===== config.mk =====
export PLATFORM = sky130hd
export DESIGN_NAME = bes_bus_sizer
export DESIGN_NICKNAME = d
export VERILOG_FILES = /design/src/bes_pkg.sv /design/src/bes_bus_sizer.sv /design/src/bes_lane_step.sv
export SDC_FILE = /design/constraint.sdc
export NUM_CORES = 1
export LEC_CHECK = 0
export BUFFER_PORTS_ARGS = -buffer_cell sky130_fd_sc_hd__clkbuf_2
export CAP_MARGIN = 20
export CORE_MARGIN = 2
export CORE_UTILIZATION = 50
export CTS_CLUSTER_DIAMETER = 40
export DETAILED_ROUTE_END_ITERATION = 12
export HOLD_SLACK_MARGIN = 0.03
export PLACE_DENSITY = 0.83
export SLEW_MARGIN = 20
export SYNTH_ARGS = -nofsm -noshare
export SYNTH_HDL_FRONTEND = slang
export SYNTH_SLANG_ARGS = --single-unit
export TNS_END_PERCENT = 5

===== constraint.sdc =====
create_clock -name sys_clk_in -period 3.1 [get_ports sys_clk_in]
set_clock_uncertainty 0.2 [all_clocks]
set_input_delay 0.155 -clock sys_clk_in [delete_from_list [all_inputs] [get_ports sys_clk_in]]
set_output_delay 0.155 -clock sys_clk_in [all_outputs]
set_load 0.02 [all_outputs]

===== src/bes_pkg.sv =====
// Purpose: Shared constants and types for the byte-enable bus sizing unit
// Assumes: 32-bit data bus split into four byte lanes, one clock domain
// Notes:   Lane selects are active low; a set bit means the lane is idle
package bes_pkg;

  // ==========================================================================
  // Bus geometry
  // ==========================================================================
  localparam int BES_LANES = 4;             // Byte lanes on the data bus
  localparam int BES_DATA_W = 32;           // Data bus width
  localparam int BES_WADDR_W = 30;          // Word address width, bits 31..2
  localparam int BES_IO_WORD_W = 14;        // I/O space word address width (64 KB)
  localparam int BES_SYNC_LAT = 2;          // Edges that a pin input spends in its synchroniser

  // ==========================================================================
  // Reset values
  // ==========================================================================
  localparam logic [3:0] BES_LANES_IDLE = 4'hf;                 // No lane selected
  localparam logic [29:0] BES_WADDR_RST = 30'h0000_0000;        // Word address after reset
  localparam logic [31:0] BES_DATA_RST = 32'h0000_0000;         // Data after reset
  localparam logic [63:0] BES_BUF_RST = 64'h0000_0000_0000_0000;// Two-word buffers after reset
  localparam logic [1:0] BES_GUARD_RST = 2'h0;                  // Ready guard count after reset

  // ==========================================================================
  // Types
  // ==========================================================================
  // Port width requested by the outside decode logic
  typedef enum logic [1:0] {BES_SIZE_32, BES_SIZE_16, BES_SIZE_8} bes_size_e;
  // Operand length from the core
  typedef enum logic [1:0] {BES_LEN_1, BES_LEN_2, BES_LEN_4} bes_len_e;
  // Sequencer states
  typedef enum logic {BES_ST_IDLE, BES_ST_BUS} bes_state_e;

  // ==========================================================================
  // Functions
  // ==========================================================================
  // Both requests, or the byte request alone, mean an 8-bit port
  function automatic bes_size_e bes_size_decode(input logic half_n, input logic byte_n);
    if (!byte_n) begin
      return BES_SIZE_8;
    end else if (!half_n) begin
      return BES_SIZE_16;
    end
    return BES_SIZE_32;
  endfunction

  // Operand bytes across two words, active high, bit 0 = lowest address
  function automatic logic [7:0] bes_span(input bes_len_e len, input logic [1:0] off);
    logic [7:0] m;
    case (len)
      BES_LEN_1: m = 8'h01;
      BES_LEN_2: m = 8'h03;
      default: m = 8'h0f;
    endcase
    return m << off;
  endfunction

endpackage


===== src/bes_bus_sizer.sv =====
// Purpose: Splits core operands into word address plus lane selects and runs sized bus cycles
// Assumes: Bus pins come from outside the clock domain and are synchronised here
// Notes:   Write-back enhanced protocol is only flagged, not sequenced here
`timescale 1ns/1ps
module bes_bus_sizer #(
  parameter bit HALF_BUS = 1'b0  // Narrow 16-bit data bus variant
) (
  // Clock and reset
  input wire logic sys_clk_in,
  input wire logic rst_in,
  // Configuration
  input wire logic write_back_cfg_in,
  // Core request
  input wire logic req_valid_in,
  input wire logic req_write_in,
  input wire logic req_mem_in,
  input wire logic [31:0] req_addr_in,
  input wire bes_pkg::bes_len_e req_len_in,
  input wire logic [31:0] req_wdata_in,
  output logic req_ready_out,
  output logic done_out,
  output logic [31:0] rdata_out,
  output logic parity_err_out,
  output logic enhanced_mode_out,
  // Bus address and control
  output logic [29:0] word_address_out,
  output logic [3:0] lane_select_n_out,
  output logic cycle_start_out,
  output logic write_out,
  output logic mem_io_out,
  // Bus data, three-signal form
  input wire logic [31:0] data_in,
  output logic [31:0] data_out,
  output logic data_oe_out,
  input wire logic parity_low_in,
  input wire logic parity_high_in,
  output logic parity_low_out,
  output logic parity_high_out,
  output logic parity_oe_out,
  // Bus answers, active low
  input wire logic ready_n_in,
  input wire logic half_width_req_n_in,
  input wire logic byte_width_req_n_in
);
  import bes_pkg::*;

  // ==========================================================================
  // Pin synchronisers
  // ==========================================================================
  logic [36:0] pin_s1;  // First stage, read only by the second
  logic [36:0] pin_s2;  // Second stage, read by the logic

  // Two flops per pin; data is caught with its ready so both stay coherent
  always_ff @(posedge sys_clk_in) begin
    if (rst_in) begin
      pin_s1 <= {5'h1f, 32'h0000_0000};
      pin_s2 <= {5'h1f, 32'h0000_0000};
    end else begin
      pin_s1 <= {ready_n_in, half_width_req_n_in, byte_width_req_n_in, parity_high_in, parity_low_in, data_in};
      pin_s2 <= pin_s1;
    end
  end

  logic rdy_s;         // Ready, active high
  logic [31:0] din_s;  // Read data
  assign rdy_s = ~pin_s2[36];
  assign din_s = pin_s2[31:0];

  // ==========================================================================
  // State
  // ==========================================================================
  bes_state_e st, next_st;
  logic piece, next_piece;                  // 1 while on the upper word of a split operand
  logic pend_low, next_pend_low;            // Lower word still to run
  logic [3:0] low_mask, next_low_mask;      // Lower word lanes, active high
  logic [29:0] base_word, next_base_word;   // Word holding the operand's first byte
  logic [1:0] offset, next_offset;          // Operand start within its word
  logic [1:0] guard, next_guard;            // Edges since strobe, hides stale ready
  logic [63:0] wbuf, next_wbuf;             // Write data aligned to two words
  logic [63:0] rbuf, next_rbuf;             // Read bytes gathered over two words
  logic [29:0] next_word_address;
  logic [3:0] next_lane_select_n;
  logic next_cycle_start, next_write, next_mem_io, next_req_ready, next_done;
  logic [31:0] next_rdata, next_data;
  logic next_data_oe, next_parity_err;

  // ==========================================================================
  // Size decode and lane stepping
  // ==========================================================================
  bes_size_e size;         // Port width of the cycle now ending
  logic [3:0] capture;     // Lanes carrying data this cycle
  logic [3:0] step_lanes_n;
  logic more;
  logic ack;               // Bus cycle ends on this edge

  // Requests sampled in each cycle; the narrow variant ignores them and always sizes to 16 bits
  assign size = HALF_BUS ? BES_SIZE_16 : bes_size_decode(pin_s2[35], pin_s2[34]);
  assign ack = (st == BES_ST_BUS) && (guard == 2'(BES_SYNC_LAT)) && rdy_s;

  bes_lane_step u_step (
    .lanes_n_in(lane_select_n_out),
    .size_in(size),
    .capture_out(capture),
    .next_lanes_n_out(step_lanes_n),
    .more_out(more)
  );

  // Write word for one piece: idle lanes carry zero; the narrow variant moves the upper lanes onto the low pins
  function automatic logic [31:0] drive_word(input logic [63:0] wb, input logic pc, input logic [3:0] ln);
    logic [31:0] w;
    logic [31:0] r;
    w = pc ? wb[63:32] : wb[31:0];
    for (int i = 0; i < BES_LANES; i++) begin
      r[i*8 +: 8] = ln[i] ? 8'h00 : w[i*8 +: 8];
    end
    if (HALF_BUS) begin
      r = (ln[1:0] == 2'b11) ? {16'h0000, r[31:16]} : {16'h0000, r[15:0]};
    end
    return r;
  endfunction

  // Word address of a piece; I/O space keeps only 64 KB of reach
  function automatic logic [29:0] place_word(input logic [29:0] w, input logic mem);
    return mem ? w : {16'h0000, w[BES_IO_WORD_W-1:0]};
  endfunction

  // ==========================================================================
  // Sequencer next state
  // ==========================================================================
  always_comb begin
    logic [7:0] span;
    logic [63:0] sh;
    logic [31:0] src;
    span = 8'h00;
    sh = 64'h0000_0000_0000_0000;
    src = din_s;
    next_st = st;
    next_piece = piece;
    next_pend_low = pend_low;
    next_low_mask = low_mask;
    next_base_word = base_word;
    next_offset = offset;
    next_guard = (guard == 2'(BES_SYNC_LAT)) ? guard : guard + 2'h1;
    next_wbuf = wbuf;
    next_rbuf = rbuf;
    next_word_address = word_address_out;
    next_lane_select_n = lane_select_n_out;
    next_cycle_start = 1'b0;
    next_write = write_out;
    next_mem_io = mem_io_out;
    next_req_ready = req_ready_out;
    next_done = 1'b0;
    next_rdata = rdata_out;
    next_parity_err = 1'b0;
    case (st)
      // Wait for a core request
      BES_ST_IDLE: begin
        // Ready while idle; the first edge after reset raises it
        next_req_ready = 1'b1;
        if (req_valid_in && req_ready_out) begin
          span = bes_span(req_len_in, req_addr_in[1:0]);
          next_base_word = req_addr_in[31:2];
          next_offset = req_addr_in[1:0];
          next_low_mask = span[3:0];
          next_wbuf = {32'h0000_0000, req_wdata_in} << {req_addr_in[1:0], 3'b000};
          next_rbuf = BES_BUF_RST;
          next_write = req_write_in;
          next_mem_io = req_mem_in;
          next_req_ready = 1'b0;
          next_cycle_start = 1'b1;
          next_guard = BES_GUARD_RST;
          next_st = BES_ST_BUS;
          // Operand crossing a word boundary: high-order word goes first
          if (span[7:4] != 4'h0) begin
            next_piece = 1'b1;
            next_pend_low = 1'b1;
            next_lane_select_n = ~span[7:4];
            next_word_address = place_word(req_addr_in[31:2] + 30'h1, req_mem_in);
          end else begin
            next_piece = 1'b0;
            next_pend_low = 1'b0;
            next_lane_select_n = ~span[3:0];
            next_word_address = place_word(req_addr_in[31:2], req_mem_in);
          end
        end
      end
      // Cycle on the bus, waiting for ready
      BES_ST_BUS: begin
        if (ack) begin
          // Narrow variant takes upper lanes from the low pins
          if (HALF_BUS && (capture[1:0] == 2'b00)) begin
            src = {din_s[15:0], din_s[15:0]};
          end
          for (int i = 0; i < BES_LANES; i++) begin
            if (capture[i] && !write_out) begin
              next_rbuf[{piece, 2'(i)}*8 +: 8] = src[i*8 +: 8];
            end
          end
          // Even parity on the two low bytes of the narrow bus
          if (HALF_BUS && !write_out) begin
            next_parity_err = (^{din_s[7:0], pin_s2[32]}) || (^{din_s[15:8], pin_s2[33]});
          end
          next_guard = BES_GUARD_RST;
          if (more) begin
            // Same word, fewer lanes
            next_lane_select_n = step_lanes_n;
            next_cycle_start = 1'b1;
          end else if (pend_low) begin
            // Now the lower word of a split operand
            next_piece = 1'b0;
            next_pend_low = 1'b0;
            next_lane_select_n = ~low_mask;
            next_word_address = place_word(base_word, mem_io_out);
            next_cycle_start = 1'b1;
          end else begin
            // Operand complete
            sh = next_rbuf >> {offset, 3'b000};
            next_rdata = sh[31:0];
            next_done = 1'b1;
            next_lane_select_n = BES_LANES_IDLE;
            next_req_ready = 1'b1;
            next_st = BES_ST_IDLE;
          end
        end
      end
      default: begin
        next_st = BES_ST_IDLE;
        next_req_ready = 1'b1;
      end
    endcase
    next_data_oe = next_write && (next_st == BES_ST_BUS);
    next_data = next_data_oe ? drive_word(next_wbuf, next_piece, next_lane_select_n) : BES_DATA_RST;
  end

  // ==========================================================================
  // Sequencer registers
  // ==========================================================================
  always_ff @(posedge sys_clk_in) begin
    if (rst_in) begin
      st <= BES_ST_IDLE;
      piece <= 1'b0;
      pend_low <= 1'b0;
      low_mask <= 4'h0;
      base_word <= BES_WADDR_RST;
      offset <= 2'h0;
      guard <= BES_GUARD_RST;
      wbuf <= BES_BUF_RST;
      rbuf <= BES_BUF_RST;
      word_address_out <= BES_WADDR_RST;
      lane_select_n_out <= BES_LANES_IDLE;
      cycle_start_out <= 1'b0;
      write_out <= 1'b0;
      mem_io_out <= 1'b1;
      req_ready_out <= 1'b0;
      done_out <= 1'b0;
      rdata_out <= BES_DATA_RST;
      data_out <= BES_DATA_RST;
      data_oe_out <= 1'b0;
      parity_err_out <= 1'b0;
    end else begin
      st <= next_st;
      piece <= next_piece;
      pend_low <= next_pend_low;
      low_mask <= next_low_mask;
      base_word <= next_base_word;
      offset <= next_offset;
      guard <= next_guard;
      wbuf <= next_wbuf;
      rbuf <= next_rbuf;
      word_address_out <= next_word_address;
      lane_select_n_out <= next_lane_select_n;
      cycle_start_out <= next_cycle_start;
      write_out <= next_write;
      mem_io_out <= next_mem_io;
      req_ready_out <= next_req_ready;
      done_out <= next_done;
      rdata_out <= next_rdata;
      data_out <= next_data;
      data_oe_out <= next_data_oe;
      parity_err_out <= next_parity_err;
    end
  end

  // ==========================================================================
  // Protocol mode and write parity
  // ==========================================================================
  logic next_parity_low, next_parity_high, next_parity_oe;

  // Parity pins exist only on the narrow bus; elsewhere they stay quiet
  always_comb begin
    next_parity_low = HALF_BUS ? ^next_data[7:0] : 1'b0;
    next_parity_high = HALF_BUS ? ^next_data[15:8] : 1'b0;
    next_parity_oe = HALF_BUS && next_data_oe;
  end

  // Bus protocol follows the cache policy; enhanced only in write-back
  always_ff @(posedge sys_clk_in) begin
    if (rst_in) begin
      enhanced_mode_out <= 1'b0;
      parity_low_out <= 1'b0;
      parity_high_out <= 1'b0;
      parity_oe_out <= 1'b0;
    end else begin
      enhanced_mode_out <= write_back_cfg_in;
      parity_low_out <= next_parity_low;
      parity_high_out <= next_parity_high;
      parity_oe_out <= next_parity_oe;
    end
  end

  logic [3:0] act_now;  // Active-high lanes on the bus
  assign act_now = ~lane_select_n_out;
endmodule // bes_bus_sizer


===== src/bes_lane_step.sv =====
// Purpose: Works out which lanes carry data this cycle and which remain
// Assumes: Lane pattern is contiguous and not empty
// Notes:   Pure combinational, used once per completed bus cycle
`timescale 1ns/1ps
module bes_lane_step (
  // Current cycle
  input wire logic [3:0] lanes_n_in,
  input wire bes_pkg::bes_size_e size_in,
  // Result
  output logic [3:0] capture_out,
  output logic [3:0] next_lanes_n_out,
  output logic more_out
);
  import bes_pkg::*;

  logic [3:0] act;   // Active-high lanes
  logic [3:0] low;   // Lowest active lane
  logic [3:0] rest;  // Lanes left for a further cycle

  // ==========================================================================
  // Step logic
  // ==========================================================================
  always_comb begin
    act = ~lanes_n_in;
    low = act & (~act + 4'h1);
    case (size_in)
      // Byte port: lowest lane now, the rest later
      BES_SIZE_8: begin
        capture_out = low;
        rest = act & ~low;
      end
      // Half port: lower half first, upper half only if both halves used
      BES_SIZE_16: begin
        if (act[1:0] != 2'b00) begin
          capture_out = {2'b00, act[1:0]};
          rest = {act[3:2], 2'b00};
        end else begin
          capture_out = act;
          rest = 4'h0;
        end
      end
      // Full port: everything at once
      default: begin
        capture_out = act;
        rest = 4'h0;
      end
    endcase
    more_out = (rest != 4'h0);
    next_lanes_n_out = ~rest;
  end

endmodule // bes_lane_step


==> summary.txt <==
Run status
  – Status: finished clean

Setup path
  – CP Launch Type: flip-flop
  – Crit Path Max Fanout: 13
  – CP Cell Sequence: nand3b_1 -> buf_4 -> nor3_1 -> a22oi_1 -> nor2_1
  – Crit path max-delay family: simple AND/OR/NAND/NOR gates
  – Crit path DAT: 3.05 ns
  – Reg2Reg Launch Point: st$_SDFF_PP0_
  – Critical Path RT: 3.38 ns
  – Critical Path Source: st$_SDFF_PP0_
  – Critical Path Sink: rbuf[4]$_SDFFE_PP0P_
  – Reg-to-reg slack, setup: 0.32 ns
  – WS Path Type: reg -> reg
  – Crit path capture type: flip-flop
  – Critical Path Stages: 5
  – Reg2Reg Capture Point: rbuf[4]$_SDFFE_PP0P_
  – Peak per-stage delay on the critical path: between 0.8 and 0.9 ns
  – R2R cell count: 5
  – Critical Path Slowest Stage Cell: nor3_1
  – Buffers and inverters on the worst path: 1

Global routing
  – Number of global-route vias before repair: 13635
  – Pin count of the biggest net entering global routing: about 120
  – Initial antenna violation count: 1
  – GRT Overall Usage: 0.284
  – Grt total ovfl: 0
  – First-pass GRT wire length: 71.6 mm

Clock tree
  – Sink Count: 336
  – Post-CTS Resized: 0
  – Hold-fix buffers at CTS: approximately 110
  – Root buf cell: clkbuf_16
  – Post-CTS setup buffer count: 0
  – Skew-Pair Late Insertion Delay: 0.54 ns
  – Clock Path Buffers: 3
  – H-tree level count: 2
  – CTS tree: built
  – Clock Pin Slew Worst Setup and Hold Paths: 0.06 ns
  – CTS Buf Count: 44

Routing
  – Pre-antenna DRT Iters: 7
  – # DRC: 0
  – Final wirelength: 45.4 mm
  – Vias per std cell: 6.10
  – Initial DRC count: approximately 1700
  – WL/cell: 19.1 um
  – Antenna viol nets, final: 0
  – Vias: ~15000

Placement
  – Dpl hpwl: 28.2 mm
  – Port Buffers: 211
  – GPL Wtd Cong: 0.945

Finish
  – Post-layout net count: around 2100
  – Fillers: around 2300
  – Share of cells above drive strength 1: 0.193
  – Area delta synth->final: 25.6%
  – Commonest non-fill, non-tap cell in the layout: dfxtp_1
  – Most frequent cells in the layout: dfxtp_1 (336), nor2_1 (216), clkbuf_2 (210), nand2_1 (146), a21oi_1 (127)

Pwr
  – Power density cells: ~580 nW/um2
  – Maximum VDD drop: 0.000401 V
  – Total power: 10800 uW
  – Pleak: 0.00723 uW

Logic synthesis
  – Register area share after synthesis: 0.456
  – Synth Flop Type: dfxtp_1
  – Distinct cells, synth: 78
  – Yosys reg bits: 336
  – Post-synth EDFFs: 0
  – Async S/R FF share, synth: 0
  – Mapped Area: 14700 um2
  – Yosys warning total: 0
  – Syn Area/Cell: 8.62 um2
  – Syn Inst Count: ~1700

Floorplanning
  – Die Footprint: 30900 um2
  – I/O pins: 218
  – Die height: 176 um
  – Row count: 62
  – Die width: 176 um
  – Initial Util: 0.511
  – Core Footprint: 28900 um2

STA
  – Tightest Pin Transition: roughly 1 ns
  – Fin. max-slew vios: 0
  – RSZ-0062 raised after global routing: no
  – F_max: between 300 and 400 MHz
  – Tcrit/Tclk final: 0.896
  – Slew margin rel.: 0.330
  – Final hold violations: 0
  – Setup TNS: 0 ns
  – Final Critical Period: 2.78 ns
  – Endpoints failing setup: 0

Run
  – Max Cap Viol: 0

Worst hold path
  – HP Class: in -> reg
-- where the power goes --
group | switching (uW) | internal (uW) | total, uW
registers | 92.1 | 4470 | 4560
logic | 749 | 471 | 1220
clock network | 2010 | 3030 | 5040
total | 2850 | 7960 | 10800
-- metal layers --
metal  wire, um  share of wire  GRT usage
met1      17700           0.39      0.354
met2      21400           0.47      0.473
met3       4040          0.089     0.0543
met4       2260          0.050      0.139
met5          0              0          0
-- registers in the layout (all words and copies together), names as in the netlist --
register,cells
req_ready_out,1
data_oe_out,1
pin_s1,35
st,1
mem_io_out,1
cycle_start_out,1
piece,1
wbuf,64
word_address_out,30
pend_low,1
guard,2
pin_s2,35
low_mask,4
lane_select_n_out,4
rbuf,56
base_word,30
rdata_out,32
offset,2
enhanced_mode_out,1
done_out,1
data_out,32
write_out,1
-- layout make-up --
| cell class | instances | area (um2) | share of cell area |
|---|---|---|---|
| inverters | 18 | 67.6 | 0.00365 |
| well taps | 384 | 480 | 0.0259 |
| multi-input cells | 1202 | 7320 | 0.396 |
| clock inverters | 28 | 277 | 0.0149 |
| repair buffers | 355 | 2460 | 0.133 |
| flip-flops and latches | 336 | 6730 | 0.363 |
| clock buffers | 52 | 1180 | 0.0638 |
| diodes | 2 | 5.00 | 0.000270 |
-- how the worst min path moves through the flow --
stage / from / end / slack (ns) / cells after the start
6_report: rst_in / wbuf[18]$_SDFF_PP0_ / 0.05 / 2
5_1_grt: rst_in / wbuf[22]$_SDFF_PP0_ / 0.08 / 2
3_3_place_gp: half_width_req_n_in / pin_s1[35]$_SDFF_PP1_ / 0.14 / 2
3_5_place_dp: half_width_req_n_in / pin_s1[35]$_SDFF_PP1_ / 0.14 / 2
2_1_floorplan: byte_width_req_n_in / pin_s1[34]$_SDFF_PP1_ / 0.06 / 1
4_1_cts: req_addr_in[1] / offset[1]$_SDFFE_PP0P_ / 0.03 / 4
-- stage by stage --
stage	util	cells	area, um2	setup WS (ns)	hold slack, ns
3_3_place_gp	0.553	2186	16000	0.327	0.143
2_1_floorplan	-	1714	14800	0.749	0.0588
4_1_cts	0.641	2375	18500	0.381	0.0307
3_5_place_dp	0.553	2186	16000	0.397	0.142
6_report	0.642	2377	18500	0.323	0.0522
5_1_grt	0.642	2376	18500	0.108	0.0782
-- synthesized netlist by cell type (32+ instances only) --
cell	number	share of area
o211ai_1	33	0.017
o21ai_0	40	0.014
clkbuf_1	110	0.028
mux2i_1	34	0.023
a311oi_1	47	0.028
a21oi_1	127	0.043
nand2_1	146	0.037
a211oi_1	37	0.019
a22oi_1	57	0.029
and2_1	32	0.014
and3_1	45	0.019
dfxtp_1	336	0.46
nor2_1	217	0.055
nor2b_1	69	0.029
-- cells by family after synthesis --
family                   share of synthesized area
multiplexers                                0.0490
AND/OR/NAND/NOR                              0.211
flip-flops                                   0.456
XOR/XNOR                                   0.00416
adder cells (fa/ha/maj)                    0.00322
AO/OA/AOI/OAI                                0.226
buffers and inverters                       0.0497
other                                     0.000254
Power figures use the tool's default switching activity.
